$ cat config.mk
export PLATFORM = sky130hd
export DESIGN_NAME = irqw_ctrl
export DESIGN_NICKNAME = d
export VERILOG_FILES = /design/src/irqw_pkg.sv /design/src/irqw_core_model.sv /design/src/irqw_ctrl.sv /design/src/tb.sv
export VERILOG_INCLUDE_DIRS = /design/src
export SDC_FILE = /design/constraint.sdc
export NUM_CORES = 1
export LEC_CHECK = 0
export BUFFER_PORTS_ARGS = -buffer_cell sky130_fd_sc_hd__buf_4
export CAP_MARGIN = 20
export CORE_MARGIN = 2
export CORE_UTILIZATION = 40
export DETAILED_ROUTE_END_ITERATION = 10
export PLACE_DENSITY = 0.74
export SYNTH_ARGS = -nofsm -noshare
export SYNTH_HDL_FRONTEND = slang
export SYNTH_SLANG_ARGS = --single-unit
$ cat constraint.sdc
create_clock -name clock_i -period 1.3 [get_ports clock_i]
set_input_delay 0.13 -clock clock_i [delete_from_list [all_inputs] [get_ports clock_i]]
set_output_delay 0.13 -clock clock_i [all_outputs]
set_load 0.005 [all_outputs]
$ cat src/irqw_defines.svh
// constants for the interrupt request and wake-up logic
`ifndef IRQW_DEFINES_SVH
`define IRQW_DEFINES_SVH

// ----------------------------------------------------------------
// source bit positions, lowest index has highest priority
// ----------------------------------------------------------------
`define IRQW_NUM_SRC 5
`define IRQW_IDX_LOWV 0
`define IRQW_IDX_SERIAL 1
`define IRQW_IDX_NVM 2
`define IRQW_IDX_TB 3
`define IRQW_IDX_GRP 4

// ----------------------------------------------------------------
// vector addresses and reset values
// ----------------------------------------------------------------
`define IRQW_VEC_LOWV 13'h0004
`define IRQW_VEC_SERIAL 13'h0008
`define IRQW_VEC_NVM 13'h000C
`define IRQW_VEC_TB 13'h0010
`define IRQW_VEC_GRP 13'h0014
`define IRQW_FLAGS_RST 5'h00
`define IRQW_GIE_RST 1'b0
`define IRQW_SER_COND_RST 6'h00

`endif

$ cat src/irqw_pkg.sv
// types shared by the interrupt request and wake-up logic
package irqw_pkg;
   // one bit per interrupt source, same order as the index constants
   typedef struct packed {
      logic grp;
      logic tb;
      logic nvm;
      logic serial;
      logic lowv;
   } irqw_src_t;

   // the six serial-port conditions that raise the serial request
   typedef struct packed {
      logic pin_wake;
      logic addr_detect;
      logic rx_overrun;
      logic rx_avail;
      logic tx_idle;
      logic tx_empty;
   } irqw_ser_cond_t;

   // service selection state
   typedef enum logic [1:0] {
      IRQW_RUN = 2'b00,
      IRQW_IN_SERVICE = 2'b01
   } irqw_state_t;
endpackage

$ cat src/irqw_core_model.sv
// processor core model: takes interrupt calls, keeps a stack and issues returns
`timescale 1ns/1ps

module irqw_core_model #(
   parameter int PC_W = 13,
   parameter int DEPTH = 2
) (
   input wire logic clock_i,
   input wire logic irq_req_i,
   input wire logic push_pc_i,
   input wire logic ack_en_i,
   input wire logic fill_i,
   input wire logic [1:0] ret_cmd_i,
   output logic irq_ack_o,
   output logic [PC_W-1:0] pc_o,
   output logic [PC_W-1:0] taken_pc_o,
   output logic return_from_interrupt_instr_o,
   output logic ret_o,
   output logic stack_full_o
);
   int depth;

   // ----------------------------------------------------------------
   // start-up state, no call pending
   // ----------------------------------------------------------------
   initial begin
      depth = 0;
      irq_ack_o = 1'b0;
      pc_o = PC_W'(16'h0100);
      taken_pc_o = '0;
   end

   // ----------------------------------------------------------------
   // fetch, call take and stack bookkeeping
   // ----------------------------------------------------------------
   // ack is a single-cycle pulse so one request is never taken twice
   always @(posedge clock_i) begin
      irq_ack_o <= ack_en_i && irq_req_i && !irq_ack_o;
      if (irq_ack_o && irq_req_i) begin
         taken_pc_o <= pc_o;
      end
      pc_o <= pc_o + 1'b1;
      // the service routine makes no calls of its own, so one push per entry
      depth <= depth + int'(push_pc_i) - int'(return_from_interrupt_instr_o || ret_o);
   end

   // returns follow the bench command; fill stands for a stack used up by calls
   assign return_from_interrupt_instr_o = (ret_cmd_i == 2'h1);
   assign ret_o = (ret_cmd_i == 2'h2);
   assign stack_full_o = fill_i || (depth >= DEPTH);
endmodule

$ cat src/irqw_ctrl.sv
// interrupt request gating, vectoring, service clearing and wake-up
`timescale 1ns/1ps
`include "irqw_defines.svh"

module irqw_ctrl #(
   parameter int PC_W = 13,
   parameter int NUM_MF = 4
) (
   input wire logic clock_i,
   input wire logic resetn_i,
   // peripheral sources
   input wire logic low_voltage_i,
   input wire irqw_pkg::irqw_ser_cond_t serial_cond_i,
   input wire logic nvm_done_i,
   input wire logic time_base_ovf_i,
   input wire logic [NUM_MF-1:0] mf_flags_i,
   input wire logic [NUM_MF-1:0] mf_enable_i,
   // software control of flags and enables
   input wire irqw_pkg::irqw_src_t src_enable_i,
   input wire irqw_pkg::irqw_src_t flag_set_i,
   input wire irqw_pkg::irqw_src_t flag_clr_i,
   input wire logic gie_set_i,
   input wire logic gie_clr_i,
   // processor core
   input wire logic stack_full_i,
   input wire logic irq_ack_i,
   input wire logic [PC_W-1:0] pc_i,
   input wire logic return_from_interrupt_instr_i,
   input wire logic plain_return_instr_i,
   input wire logic sleep_mode_i,
   output logic irq_req_o,
   output logic [PC_W-1:0] vector_o,
   output logic push_pc_o,
   output logic [PC_W-1:0] push_data_o,
   output logic wake_o,
   output logic serial_irq_n_o,
   output irqw_pkg::irqw_src_t flags_o,
   output logic global_irq_enable_o,
   output logic in_service_o
);
   import irqw_pkg::*;

   // ----------------------------------------------------------------
   // elaboration checks
   // ----------------------------------------------------------------
   // refused at elaboration, so a bad width never reaches simulation
   if (PC_W < 13 || PC_W > 24) begin : g_pc_w_chk
      $error("PC_W must lie between 13 and 24");
   end
   if (NUM_MF < 1 || NUM_MF > 16) begin : g_num_mf_chk
      $error("NUM_MF must lie between 1 and 16");
   end

   // ----------------------------------------------------------------
   // helper functions
   // ----------------------------------------------------------------
   // keep only the lowest set bit, the highest priority request
   function automatic logic [`IRQW_NUM_SRC-1:0] first_one(input logic [`IRQW_NUM_SRC-1:0] v);
      logic [`IRQW_NUM_SRC-1:0] r;
      r = '0;
      for (int i = `IRQW_NUM_SRC - 1; i >= 0; i--) begin
         if (v[i]) begin
            r = '0;
            r[i] = 1'b1;
         end
      end
      return r;
   endfunction

   // vector address of a one-hot source selection
   function automatic logic [PC_W-1:0] vec_of(input logic [`IRQW_NUM_SRC-1:0] sel);
      logic [12:0] v;
      v = 13'h0000;
      if (sel[`IRQW_IDX_LOWV]) v = `IRQW_VEC_LOWV;
      if (sel[`IRQW_IDX_SERIAL]) v = `IRQW_VEC_SERIAL;
      if (sel[`IRQW_IDX_NVM]) v = `IRQW_VEC_NVM;
      if (sel[`IRQW_IDX_TB]) v = `IRQW_VEC_TB;
      if (sel[`IRQW_IDX_GRP]) v = `IRQW_VEC_GRP;
      return PC_W'(v);
   endfunction

   // ----------------------------------------------------------------
   // reset release
   // ----------------------------------------------------------------
   logic rst_meta_q;
   logic rst_sync_q;
   logic rst_n;

   // asynchronous assert, release after two edges
   always_ff @(posedge clock_i or negedge resetn_i) begin
      if (!resetn_i) begin
         rst_meta_q <= 1'b0;
         rst_sync_q <= 1'b0;
      end else begin
         rst_meta_q <= 1'b1;
         rst_sync_q <= rst_meta_q;
      end
   end
   assign rst_n = rst_sync_q;

   // ----------------------------------------------------------------
   // serial-port attention pulse
   // ----------------------------------------------------------------
   logic [5:0] ser_cond_q;
   wire [5:0] ser_cond_now = serial_cond_i;
   wire ser_any_now = |ser_cond_now;
   wire ser_any_prev = |ser_cond_q;
   logic ser_pulse_n_q;

   // the first condition to rise while none stands gives one low cycle; a condition held high does not
   // keep re-raising the request after it has been serviced
   always_ff @(posedge clock_i or negedge rst_n) begin
      if (!rst_n) begin
         ser_cond_q <= `IRQW_SER_COND_RST;
         ser_pulse_n_q <= 1'b1;
      end else begin
         ser_cond_q <= ser_cond_now;
         ser_pulse_n_q <= ~(ser_any_now & ~ser_any_prev);
      end
   end
   assign serial_irq_n_o = ser_pulse_n_q;

   // ----------------------------------------------------------------
   // multi-function group request
   // ----------------------------------------------------------------
   logic mf_any_q;
   wire mf_any_now = |(mf_flags_i & mf_enable_i);
   wire mf_rise = mf_any_now & ~mf_any_q;

   // members keep their own flags; only the group flag is ours
   always_ff @(posedge clock_i or negedge rst_n) begin
      if (!rst_n) begin
         mf_any_q <= 1'b0;
      end else begin
         mf_any_q <= mf_any_now;
      end
   end

   // ----------------------------------------------------------------
   // request flags
   // ----------------------------------------------------------------
   logic [`IRQW_NUM_SRC-1:0] flags_q;
   logic [`IRQW_NUM_SRC-1:0] flags_d;
   logic [`IRQW_NUM_SRC-1:0] hw_set;
   logic [`IRQW_NUM_SRC-1:0] hw_clr;
   logic [`IRQW_NUM_SRC-1:0] sw_set;
   logic [`IRQW_NUM_SRC-1:0] sw_clr;
   logic [`IRQW_NUM_SRC-1:0] enables;
   logic [`IRQW_NUM_SRC-1:0] eligible;
   logic [`IRQW_NUM_SRC-1:0] sel;
   logic gie_q;
   logic take;

   assign sw_set = flag_set_i;
   assign sw_clr = flag_clr_i;
   assign enables = src_enable_i;

   // hardware set sources
   assign hw_set[`IRQW_IDX_LOWV] = low_voltage_i;
   assign hw_set[`IRQW_IDX_SERIAL] = ~ser_pulse_n_q;
   assign hw_set[`IRQW_IDX_NVM] = nvm_done_i;
   assign hw_set[`IRQW_IDX_TB] = time_base_ovf_i;
   assign hw_set[`IRQW_IDX_GRP] = mf_rise;

   // servicing clears exactly the chosen flag; the serial conditions and
   // group member flags are never touched here
   assign hw_clr = take ? sel : '0;

   // set wins over clear, so an event landing on a clear is kept;
   // nothing else clears a flag, disabled or not
   assign flags_d = (flags_q & ~(hw_clr | sw_clr)) | hw_set | sw_set;

   always_ff @(posedge clock_i or negedge rst_n) begin
      if (!rst_n) begin
         flags_q <= `IRQW_FLAGS_RST;
      end else begin
         flags_q <= flags_d;
      end
   end
   assign flags_o = flags_q;

   // ----------------------------------------------------------------
   // gating and selection
   // ----------------------------------------------------------------
   // the stack must have room for the pushed program counter
   assign eligible = flags_q & enables & {`IRQW_NUM_SRC{gie_q & ~stack_full_i}};
   assign sel = first_one(eligible);
   assign irq_req_o = |eligible;
   assign take = irq_ack_i & irq_req_o;

   // ----------------------------------------------------------------
   // global enable and service state
   // ----------------------------------------------------------------
   irqw_state_t state_q;
   irqw_state_t state_d;
   logic gie_d;

   // entry clears the global enable; only the interrupt return or a software set sets it
   // again, a plain return leaves it low
   always_comb begin
      gie_d = gie_q;
      if (take) begin
         gie_d = 1'b0;
      end else if (return_from_interrupt_instr_i || gie_set_i) begin
         gie_d = 1'b1;
      end else if (gie_clr_i) begin
         gie_d = 1'b0;
      end
   end

   always_comb begin
      state_d = state_q;
      case (state_q)
         IRQW_RUN: begin
            if (take) begin
               state_d = IRQW_IN_SERVICE;
            end
         end
         IRQW_IN_SERVICE: begin
            // either return ends the routine; plain return keeps enable low
            if (return_from_interrupt_instr_i || plain_return_instr_i) begin
               state_d = IRQW_RUN;
            end
         end
         default: begin
            state_d = IRQW_RUN;
         end
      endcase
   end

   always_ff @(posedge clock_i or negedge rst_n) begin
      if (!rst_n) begin
         gie_q <= `IRQW_GIE_RST;
         state_q <= IRQW_RUN;
      end else begin
         gie_q <= gie_d;
         state_q <= state_d;
      end
   end
   assign global_irq_enable_o = gie_q;
   assign in_service_o = (state_q == IRQW_IN_SERVICE);

   // ----------------------------------------------------------------
   // call: vector and program counter push
   // ----------------------------------------------------------------
   logic [PC_W-1:0] vector_q;
   logic push_q;
   logic [PC_W-1:0] push_data_q;

   // only the program counter goes to the stack; accumulator and status
   // are left to the service routine
   always_ff @(posedge clock_i or negedge rst_n) begin
      if (!rst_n) begin
         vector_q <= '0;
         push_q <= 1'b0;
         push_data_q <= '0;
      end else begin
         push_q <= take;
         if (take) begin
            vector_q <= vec_of(sel);
            push_data_q <= pc_i;
         end
      end
   end
   assign vector_o = vector_q;
   assign push_pc_o = push_q;
   assign push_data_o = push_data_q;

   // ----------------------------------------------------------------
   // wake-up
   // ----------------------------------------------------------------
   logic wake_q;
   wire [`IRQW_NUM_SRC-1:0] flag_rise = flags_d & ~flags_q;

   // enables play no part; only a rising flag wakes, so a flag preset high cannot wake the part
   always_ff @(posedge clock_i or negedge rst_n) begin
      if (!rst_n) begin
         wake_q <= 1'b0;
      end else begin
         wake_q <= sleep_mode_i & (|flag_rise);
      end
   end
   assign wake_o = wake_q;
endmodule

$ cat src/tb.sv
// self-checking testbench of the interrupt request and wake-up logic
`timescale 1ns/1ps
`include "irqw_defines.svh"

module tb;
   import irqw_pkg::*;

   localparam logic [12:0] VEC [5] = '{`IRQW_VEC_LOWV, `IRQW_VEC_SERIAL, `IRQW_VEC_NVM,
      `IRQW_VEC_TB, `IRQW_VEC_GRP};

   // ----------------------------------------------------------------
   // stimulus and observed signals
   // ----------------------------------------------------------------
   logic clock_i = 1'b0;
   logic resetn_i = 1'b0;
   logic low_voltage_i = 1'b0;
   logic nvm_done_i = 1'b0;
   logic time_base_ovf_i = 1'b0;
   logic gie_set_i = 1'b0;
   logic gie_clr_i = 1'b0;
   logic sleep_mode_i = 1'b0;
   logic ack_en = 1'b0;
   logic fill = 1'b0;
   logic [1:0] ret_cmd = 2'h0;
   logic [3:0] mf_flags_i = 4'h0;
   logic [3:0] mf_enable_i = 4'h0;
   irqw_ser_cond_t serial_cond_i = '0;
   irqw_src_t src_enable_i = '0;
   irqw_src_t flag_set_i = '0;
   irqw_src_t flag_clr_i = '0;
   irqw_src_t flags_o;
   logic [4:0] flag_v;
   logic stack_full_i, irq_ack_i, return_from_interrupt_instr, ret, irq_req_o, push_pc_o, wake_o;
   logic serial_irq_n_o, global_irq_enable_o, in_service_o;
   logic [12:0] pc_i, vector_o, push_data_o, taken_pc;
   int errors = 0;
   int comparisons = 0;

   assign flag_v = flags_o;

   always #25 clock_i = ~clock_i;

   irqw_ctrl i_dut (.clock_i(clock_i), .resetn_i(resetn_i), .low_voltage_i(low_voltage_i),
      .serial_cond_i(serial_cond_i), .nvm_done_i(nvm_done_i),
      .time_base_ovf_i(time_base_ovf_i), .mf_flags_i(mf_flags_i), .mf_enable_i(mf_enable_i),
      .src_enable_i(src_enable_i), .flag_set_i(flag_set_i), .flag_clr_i(flag_clr_i),
      .gie_set_i(gie_set_i), .gie_clr_i(gie_clr_i), .stack_full_i(stack_full_i),
      .irq_ack_i(irq_ack_i), .pc_i(pc_i), .return_from_interrupt_instr_i(return_from_interrupt_instr),
      .plain_return_instr_i(ret), .sleep_mode_i(sleep_mode_i), .irq_req_o(irq_req_o),
      .vector_o(vector_o), .push_pc_o(push_pc_o), .push_data_o(push_data_o),
      .wake_o(wake_o), .serial_irq_n_o(serial_irq_n_o), .flags_o(flags_o),
      .global_irq_enable_o(global_irq_enable_o), .in_service_o(in_service_o));

   irqw_core_model i_core (.clock_i(clock_i), .irq_req_i(irq_req_o), .push_pc_i(push_pc_o),
      .ack_en_i(ack_en), .fill_i(fill), .ret_cmd_i(ret_cmd), .irq_ack_o(irq_ack_i),
      .pc_o(pc_i), .taken_pc_o(taken_pc), .return_from_interrupt_instr_o(return_from_interrupt_instr), .ret_o(ret),
      .stack_full_o(stack_full_i));

   // ----------------------------------------------------------------
   // shared helpers
   // ----------------------------------------------------------------
   task automatic chk(input string what, input logic [15:0] exp, input logic [15:0] got);
      comparisons++;
      if (got !== exp) begin
         errors++;
         $display("wrong value %s expected %h seen %h", what, exp, got);
      end
   endtask

   task automatic cyc(input int n);
      repeat (n) @(negedge clock_i);
   endtask

   // bounded wait, a missing call shows up in the compare that follows
   task automatic wait_push();
      int n;
      n = 0;
      while (push_pc_o !== 1'b1 && n < 12) begin
         cyc(1);
         n++;
      end
   endtask

   task automatic close_out();
      $display("comparisons %0d errors %0d", comparisons, errors);
      if (errors == 0 && comparisons > 0) begin
         $display("Test passed");
      end else begin
         $display("Test failed");
      end
      $finish;
   endtask

   task automatic trigger(input int i);
      case (i)
         0: low_voltage_i = 1'b1;
         1: serial_cond_i.tx_empty = 1'b1;
         2: nvm_done_i = 1'b1;
         3: time_base_ovf_i = 1'b1;
         default: mf_flags_i[0] = 1'b1;
      endcase
      cyc(1);
      low_voltage_i = 1'b0;
      nvm_done_i = 1'b0;
      time_base_ovf_i = 1'b0;
   endtask

   // ----------------------------------------------------------------
   // scenarios
   // ----------------------------------------------------------------
   // every source in turn, each return re-arms the next one
   task automatic t_service();
      src_enable_i = '1;
      mf_enable_i = 4'hF;
      ack_en = 1'b1;
      gie_set_i = 1'b1;
      cyc(1);
      gie_set_i = 1'b0;
      for (int i = 0; i < 5; i++) begin
         trigger(i);
         wait_push();
         chk("push pulse", 16'h1, push_pc_o);
         chk("vector", VEC[i], vector_o);
         chk("pushed pc", taken_pc, push_data_o);
         chk("flag after entry", 16'h0, flag_v[i]);
         chk("gie after entry", 16'h0, global_irq_enable_o);
         chk("serial line quiet", 16'h1, serial_irq_n_o);
         mf_flags_i = 4'h0;
         cyc(2);
         chk("request while serviced", 16'h0, irq_req_o);
         // serial condition still stands: service must not re-raise it
         chk("flag stays clear", 16'h0, flag_v[i]);
         serial_cond_i = '0;
         ret_cmd = 2'h1;
         cyc(1);
         ret_cmd = 2'h0;
         chk("gie after return", 16'h1, global_irq_enable_o);
         chk("in service", 16'h0, in_service_o);
      end
      ack_en = 1'b0;
   endtask

   // gating by enables and stack, pending flag kept, plain return
   task automatic t_gate();
      src_enable_i = '0;
      flag_set_i.nvm = 1'b1;
      cyc(1);
      flag_set_i.nvm = 1'b0;
      chk("disabled request", 16'h0, irq_req_o);
      cyc(3);
      chk("pending flag", 16'h1, flags_o.nvm);
      src_enable_i.nvm = 1'b1;
      cyc(1);
      chk("enabled request", 16'h1, irq_req_o);
      fill = 1'b1;
      cyc(1);
      chk("stack full request", 16'h0, irq_req_o);
      fill = 1'b0;
      gie_clr_i = 1'b1;
      cyc(1);
      gie_clr_i = 1'b0;
      chk("gie off request", 16'h0, irq_req_o);
      flag_clr_i.nvm = 1'b1;
      cyc(1);
      flag_clr_i.nvm = 1'b0;
      chk("cleared flag", 16'h0, flags_o.nvm);
      gie_set_i = 1'b1;
      cyc(1);
      gie_set_i = 1'b0;
      ack_en = 1'b1;
      trigger(2);
      wait_push();
      chk("nvm vector", VEC[2], vector_o);
      ack_en = 1'b0;
      ret_cmd = 2'h2;
      cyc(1);
      ret_cmd = 2'h0;
      chk("gie after plain return", 16'h0, global_irq_enable_o);
      chk("service ended", 16'h0, in_service_o);
   endtask

   // each of the six serial conditions, with gie off
   task automatic t_serial();
      for (int b = 0; b < 6; b++) begin
         serial_cond_i = irqw_ser_cond_t'(6'(6'h01 << b));
         cyc(1);
         chk("serial pulse low", 16'h0, serial_irq_n_o);
         cyc(1);
         chk("serial pulse end", 16'h1, serial_irq_n_o);
         chk("serial flag", 16'h1, flags_o.serial);
         serial_cond_i = '0;
         flag_clr_i.serial = 1'b1;
         cyc(1);
         flag_clr_i.serial = 1'b0;
      end
   endtask

   // wake-up with every source enable off, and a preset flag that must not wake
   task automatic t_wake();
      src_enable_i = '0;
      sleep_mode_i = 1'b1;
      low_voltage_i = 1'b1;
      cyc(1);
      chk("wake on low supply", 16'h1, wake_o);
      chk("low supply flag", 16'h1, flags_o.lowv);
      cyc(1);
      chk("wake one cycle", 16'h0, wake_o);
      low_voltage_i = 1'b0;
      trigger(2);
      chk("wake on nvm end", 16'h1, wake_o);
      chk("nvm flag", 16'h1, flags_o.nvm);
      sleep_mode_i = 1'b0;
      flag_set_i.tb = 1'b1;
      cyc(1);
      flag_set_i.tb = 1'b0;
      sleep_mode_i = 1'b1;
      trigger(3);
      chk("preset flag no wake", 16'h0, wake_o);
      cyc(1);
      chk("preset flag still no wake", 16'h0, wake_o);
      sleep_mode_i = 1'b0;
   endtask

   // ----------------------------------------------------------------
   // main sequence and watchdog
   // ----------------------------------------------------------------
   initial begin
      cyc(12);
      resetn_i = 1'b1;
      cyc(3);
      chk("reset flags", 16'h0, flag_v);
      chk("reset gie", 16'h0, global_irq_enable_o);
      chk("reset serial line", 16'h1, serial_irq_n_o);
      t_service();
      t_gate();
      t_serial();
      t_wake();
      close_out();
   end

   // the whole run needs under a hundred cycles
   initial begin
      #(50 * 5000);
      errors++;
      close_out();
   end
endmodule
==> out/metrics.yaml, run 1 <==
core_area_um2: 3420
synth_edf_count: 0
route.detailed.drc: 0
power_uw: 2630
clk_latency_ps: 340
path_max_fanout: 2
path_class: "reg2out"
startpoint: "flags_o[2]"
clockBufferDepth: 2
fmax_mhz: 557
drive_gt1_frac: 0.549
worstHoldStart: "flag_set_i[1]"
synth.distinct_cells: 31
dpl_worst_slack_ps: -305
rsz0062_at_grt: "yes"
die_area_um2: 4120
initial_core_util: 0.424
finalCriticalPeriod_ps: 1790
die_h_um: 64.2
clock-sinks: 35
setup_viol: 23
synth.avg_cell_area_um2: 12.3
hold_viol_final: 0
wl_per_cell_um: 13.7
rows: 21
status: "finished, violations left"
grt_overflow: 0
h-tree-depth: 2
hpwl_um: 2970
pin_count: 91
antenna_cells: 0
cts_buffers: 5
ys_ff_latch: 35
grt_usage: 0.201
power.leakage_uw: 0.00121
critPathArrivalTime_ps: 1660
syn2layout_area_growth_pct: 69.7
routed_wl_um: 3880
ant_nets: 0
grt_first_pass_wirelength_um: 6230
yosysWarnings: 0
final_nets: 290
setup_ws_ps: -494
synth_area_um2: 1450
violations: "setup timing"
drtIter0Drc: 36
gp_congestion: 0.856
synthCells: 118
design_area_um2: 2460
n_fill_cell: 259
post_dp_cell_area_um2: 2190
power_density_nw_per_um2: 1070
slew_viol_final: 0
drv_cap: 0
ir_worst_vdd_uv: 785
first_pass_iters: 5
root_buffer: "clkbuf_4"
die_w_um: 64.2
cts_tree: "done"
grt_pass1_vias: 1429
antenna_found_initial: 0
finClkSkew_ps: 11.1
start_kind: "flip-flop"
synth-async-reset-ratio: 1.00
ys.flop_type: "dfrtp_1"
fin_crit_sh: 1.38
end_kind: "primary output"
grt_max_degree: 13
port_buffers: 80
hold_class: "in2reg"
yosysSeqAreaShare: 0.606
path_clk_slew_ps: 100
final_core_util: 0.719
vias_per_cell: 4.77
required_ps: 1170
dr_total_vias: 1349
rr_startpoint: "flags_o[2]"
[state kept, by name, indices dropped and copies added, names as in the netlist]
name                 flops
push_data_o             13
ser_cond_q               6
wake_o                   1
rst_n                    1
global_irq_enable_o      1
state_q                  1
vector_o                 3
mf_any_q                 1
push_pc_o                1
flags_o                  5
serial_irq_n_o           1
rst_meta_q               1
[what timing repair did]
item,in CTS,in global routing
pin swaps,3,5
hold endpoints to repair,10,1
cloned,0,1
gates resized for setup,7,6
buffers inserted,5,1
hold buffers,11,1
setup endpoints to repair,24,24
[power breakdown]
group	switching (uW)	total (uW)	internal (uW)	leakage, uW
Clock	364	573	209	0.0000282
Sequential	83.0	1320	1240	0.000402
Combinational	251	735	483	0.000781
Total	699	2630	1930	0.00121
[layout by cell type (no fill, tap or decap), types with 2 or more instances in the layout]
cell type	Yosys	final
buf_4	10	96
dfrtp_1	34	34
mux2_2	14	13
dlygate4sd3_1	0	12
conb_1	2	11
nand2_1	9	9
nor2_1	6	6
buf_6	0	6
inv_1	5	5
clkbuf_4	0	5
a22oi_1	3	3
or4_1	3	3
nand3b_1	2	2
a21oi_2	0	2
a21oi_1	4	2
a311o_1	2	2
nand2b_1	2	2
o22ai_1	3	2
[metal layers]
layer | global-route usage | vias up | routed length, um
met5 | 0 | - | 0
met4 | 0.0718 | 0 | 65
met3 | 0.0792 | 7 | 304
li1 | - | 635 | -
met1 | 0.205 | 651 | 1400
met2 | 0.370 | 56 | 2100
[per-stage QoR]
| stage | setup TNS [ps] | std cells | hold WS [ps] |
|---|---|---|---|
| floorplan | -3880 | 127 | -166 |
| global placement | -4920 | 258 | -87.5 |
| detailed placement | -5360 | 258 | -86.0 |
| CTS | -9910 | 282 | 2.40 |
| global route | -7950 | 283 | 2.10 |
| finish | -6210 | 283 | 14.4 |
[path summary, 6_finish.rpt]
path,to,slack [ps],cells after the start
max in group asynchronous,vector_o[4],580,1
min in group asynchronous,rst_n,90,2
hold / removal,flags_o[1],10,3
setup / recovery,irq_req_o,-490,6
setup reg to reg,push_data_o[6],-350,5
hold reg to reg,mf_any_q,210,0
[cells in the mapped netlist (all sizes together) (2+ instances only)]
master / number / share of area
dfrtp: 34 / 0.59
mux2: 14 / 0.11
buf: 12 / 0.059
nand2: 9 / 0.023
nor2: 6 / 0.016
inv: 5 / 0.013
a21oi: 4 / 0.014
a22oi: 3 / 0.016
o22ai: 3 / 0.013
or4: 3 / 0.016
a311o: 2 / 0.014
conb: 2 / 0.0052
nand2b: 2 / 0.0086
nand3: 2 / 0.0069
nand3b: 2 / 0.010
[logic make-up after synthesis]
| kind of cell | Yosys count | share of synthesized area |
|---|---|---|
| AOI/OAI and AO/OA | 21 | 0.105 |
| buffers and inverters | 17 | 0.0717 |
| DFF | 35 | 0.606 |
| muxes | 14 | 0.109 |
| other | 2 | 0.00519 |
| and+or+nand+nor | 29 | 0.103 |
[final cells by class]
class                   instances  area [um2]  area share
well taps                      46        57.6      0.0234
clock buffers                   6        41.3      0.0168
inverters                       5        18.8     0.00764
flip-flops and latches         35         877       0.357
clock inverters                 2        12.5     0.00509
repair buffers                114         908       0.370
multi-input cells              75         541       0.220
[critical path: stages (launching register included)]
cell      delay (ps)
dfrtp_1          390
a222oi_1         370
buf_4            180
and2_4           130
buf_6             90
a21oi_2           40
buf_4            130
Power figures use the tool's default switching activity.
==> run 2, diff against run 1 <==
--- a/config.mk
+++ b/config.mk
@@ -9,9 +9,9 @@
 export BUFFER_PORTS_ARGS = -buffer_cell sky130_fd_sc_hd__buf_4
 export CAP_MARGIN = 20
 export CORE_MARGIN = 2
-export CORE_UTILIZATION = 40
+export CORE_UTILIZATION = 42
 export DETAILED_ROUTE_END_ITERATION = 10
-export PLACE_DENSITY = 0.74
+export PLACE_DENSITY = 0.77
 export SYNTH_ARGS = -nofsm -noshare
 export SYNTH_HDL_FRONTEND = slang
 export SYNTH_SLANG_ARGS = --single-unit
==> run 2 against run 1 <==
The flow still finishes with violations (setup timing). Worst hold slack worse by 4.6 ps. Maximum frequency down 4.3%. Combinational power up 4.5%. Sequential share of layout area down 0.66 points. Die area down 4.5%.
==> out/metrics.yaml, run 2 (synthesis results as in run 1) <==
power.share.sequential: 0.492
rr_startpoint: "flags_o[1]"
path_cells: "a222oi_1, buf_4, buf_6, and2_4, buf_6, a21oi_2, buf_4"
route.detailed.drc: 0
hpwl_um: 2800
pin_count: 91
start_kind: "flip-flop"
die_h_um: 62.7
routed_wl_um: 4220
comb_power_share: 0.286
cts_tree: "done"
setup_viol: 24
path_max_fanout: 2
gp_congestion: 0.852
critPathArrivalTime_ps: 1740
core_area_um2: 3310
grt_usage: 0.207
cpMaxStageDelayCell: "dfrtp_1"
violations: "setup timing"
rows: 21
root_buffer: "clkbuf_4"
h-tree-depth: 2
end_kind: "primary output"
mostFrequentLayoutCell: "buf_4"
mostFrequentLayoutCells: "98 x buf_4, 34 x dfrtp_1, 14 x mux2_2, 11 x conb_1, 10 x dlygate4sd3_1"
ir_worst_vdd_uv: 898
status: "finished, violations left"
fmax_mhz: 534
grt_max_degree: 24
timing.setup.tns_ps: -7830
antenna_found_initial: 0
path_clk_slew_ps: 90
die_w_um: 62.7
n_fill_cell: 239
fin_crit_sh: 1.44
power.leakage_uw: 0.00124
switching_share: 0.261
cts_buffers: 5
largest_register_ffs: 13
drive_gt1_frac: 0.577
ant_nets: 0
grt_overflow: 0
power_uw: 2680
finalCriticalPeriod_ps: 1870
drtIter0Drc: 60
rrSetupSlack_ps: -450
drv_cap: 0
final_nets: 293
clock-sinks: 35
rsz0062_at_grt: "yes"
grt_pass1_vias: 1418
finClkSkew_ps: 8.94
required_ps: 1170
reg2reg_to: "flags_o[4]"
reg2reg_depth: 8
fin_cells: 285
port_buffers: 80
first_pass_iters: 4
clockBufferDepth: 2
wl_per_cell_um: 14.8
dr_total_vias: 1375
power_density_nw_per_um2: 1070
path_class: "reg2out"
syn2layout_area_growth_pct: 72.9
clockPowerShare: 0.222
grt_first_pass_wirelength_um: 6220
startpoint: "flags_o[1]"
p_sw_uw: 700
hold_viol_final: 0
vias_per_cell: 4.82
p_int_uw: 1980
hold_class: "in2reg"
die_area_um2: 3930
holdWs_ps: 9.80
worstHoldStart: "flag_set_i[3]"
setup_ws_ps: -574
clk_latency_ps: 340
dp_cells: 257
antenna_cells: 0
worstSetupEndpoint: "irq_req_o"
critPathMaxStageDelay_ps: 410
slew_viol_final: 0
initial_core_util: 0.437
## run 2: per-layer routing
metal | up-vias | routed length (um) | global-route usage
li1 | 633 | - | -
met1 | 667 | 1480 | 0.208
met2 | 68 | 2340 | 0.383
met3 | 7 | 351 | 0.0883
met4 | 0 | 54 | 0.0667
met5 | - | 0 | 0
## run 2: critical path, delay by kind of cell (launching register included)
kind | cells | cell delay, ps
AO/OA/AOI/OAI | 2 | 370
buffers and inverters | 4 | 500
flip-flops | 1 | 410
AND/OR/NAND/NOR | 1 | 130
## run 2: worst min path at each step
| stage | endpoint | slack [ps] | cells past startpoint |
|---|---|---|---|
| finish | flags_o[3] | 10 | 3 |
| global route | push_data_o[5] | 3 | 2 |
| CTS | flags_o[3] | 3 | 3 |
| detailed placement | rst_meta_q | -90 | 1 |
| global placement | rst_meta_q | -90 | 1 |
| floorplan | rst_meta_q | -170 | 0 |
## run 2: area by class of cell
| class | count | area, um2 | area share |
|---|---|---|---|
| repair buffers | 117 | 937 | 0.375 |
| flip-flops and latches | 35 | 877 | 0.350 |
| multi-input cells | 75 | 556 | 0.222 |
| well taps | 46 | 57.6 | 0.0230 |
| clock buffers | 6 | 51.3 | 0.0205 |
| inverters | 5 | 18.8 | 0.00750 |
| clock inverters | 1 | 5.00 | 0.00200 |
## run 2: power by group through the flow
stage          Sequential, uW  Clock [uW]  Combinational, uW
2_1_floorplan            1360           0                213
3_3_place_gp             1330           0                641
3_5_place_dp             1340           0                664
4_1_cts                  1320         601                712
5_1_grt                  1340         651                824
6_report                 1320         595                768
## run 2: stage by stage
step	cell area, um2	utilization	setup slack, ps
3_3_place_gp	2180	0.659	-293
4_1_cts	2400	0.724	-521
3_5_place_dp	2180	0.659	-357
5_1_grt	2500	0.756	-706
6_report	2500	0.756	-574
2_1_floorplan	1480	-	-229
## run 2: timing repair
| item | CTS | global route |
|---|---|---|
| setup buffers | 4 | 6 |
| hold buffers | 10 | 0 |
| setup endpoints to repair | 24 | 25 |
| cloned | 0 | 1 |
| endpoints found under the hold margin | 11 | 0 |
| resized for setup | 8 | 12 |
| pin swaps | 5 | 6 |
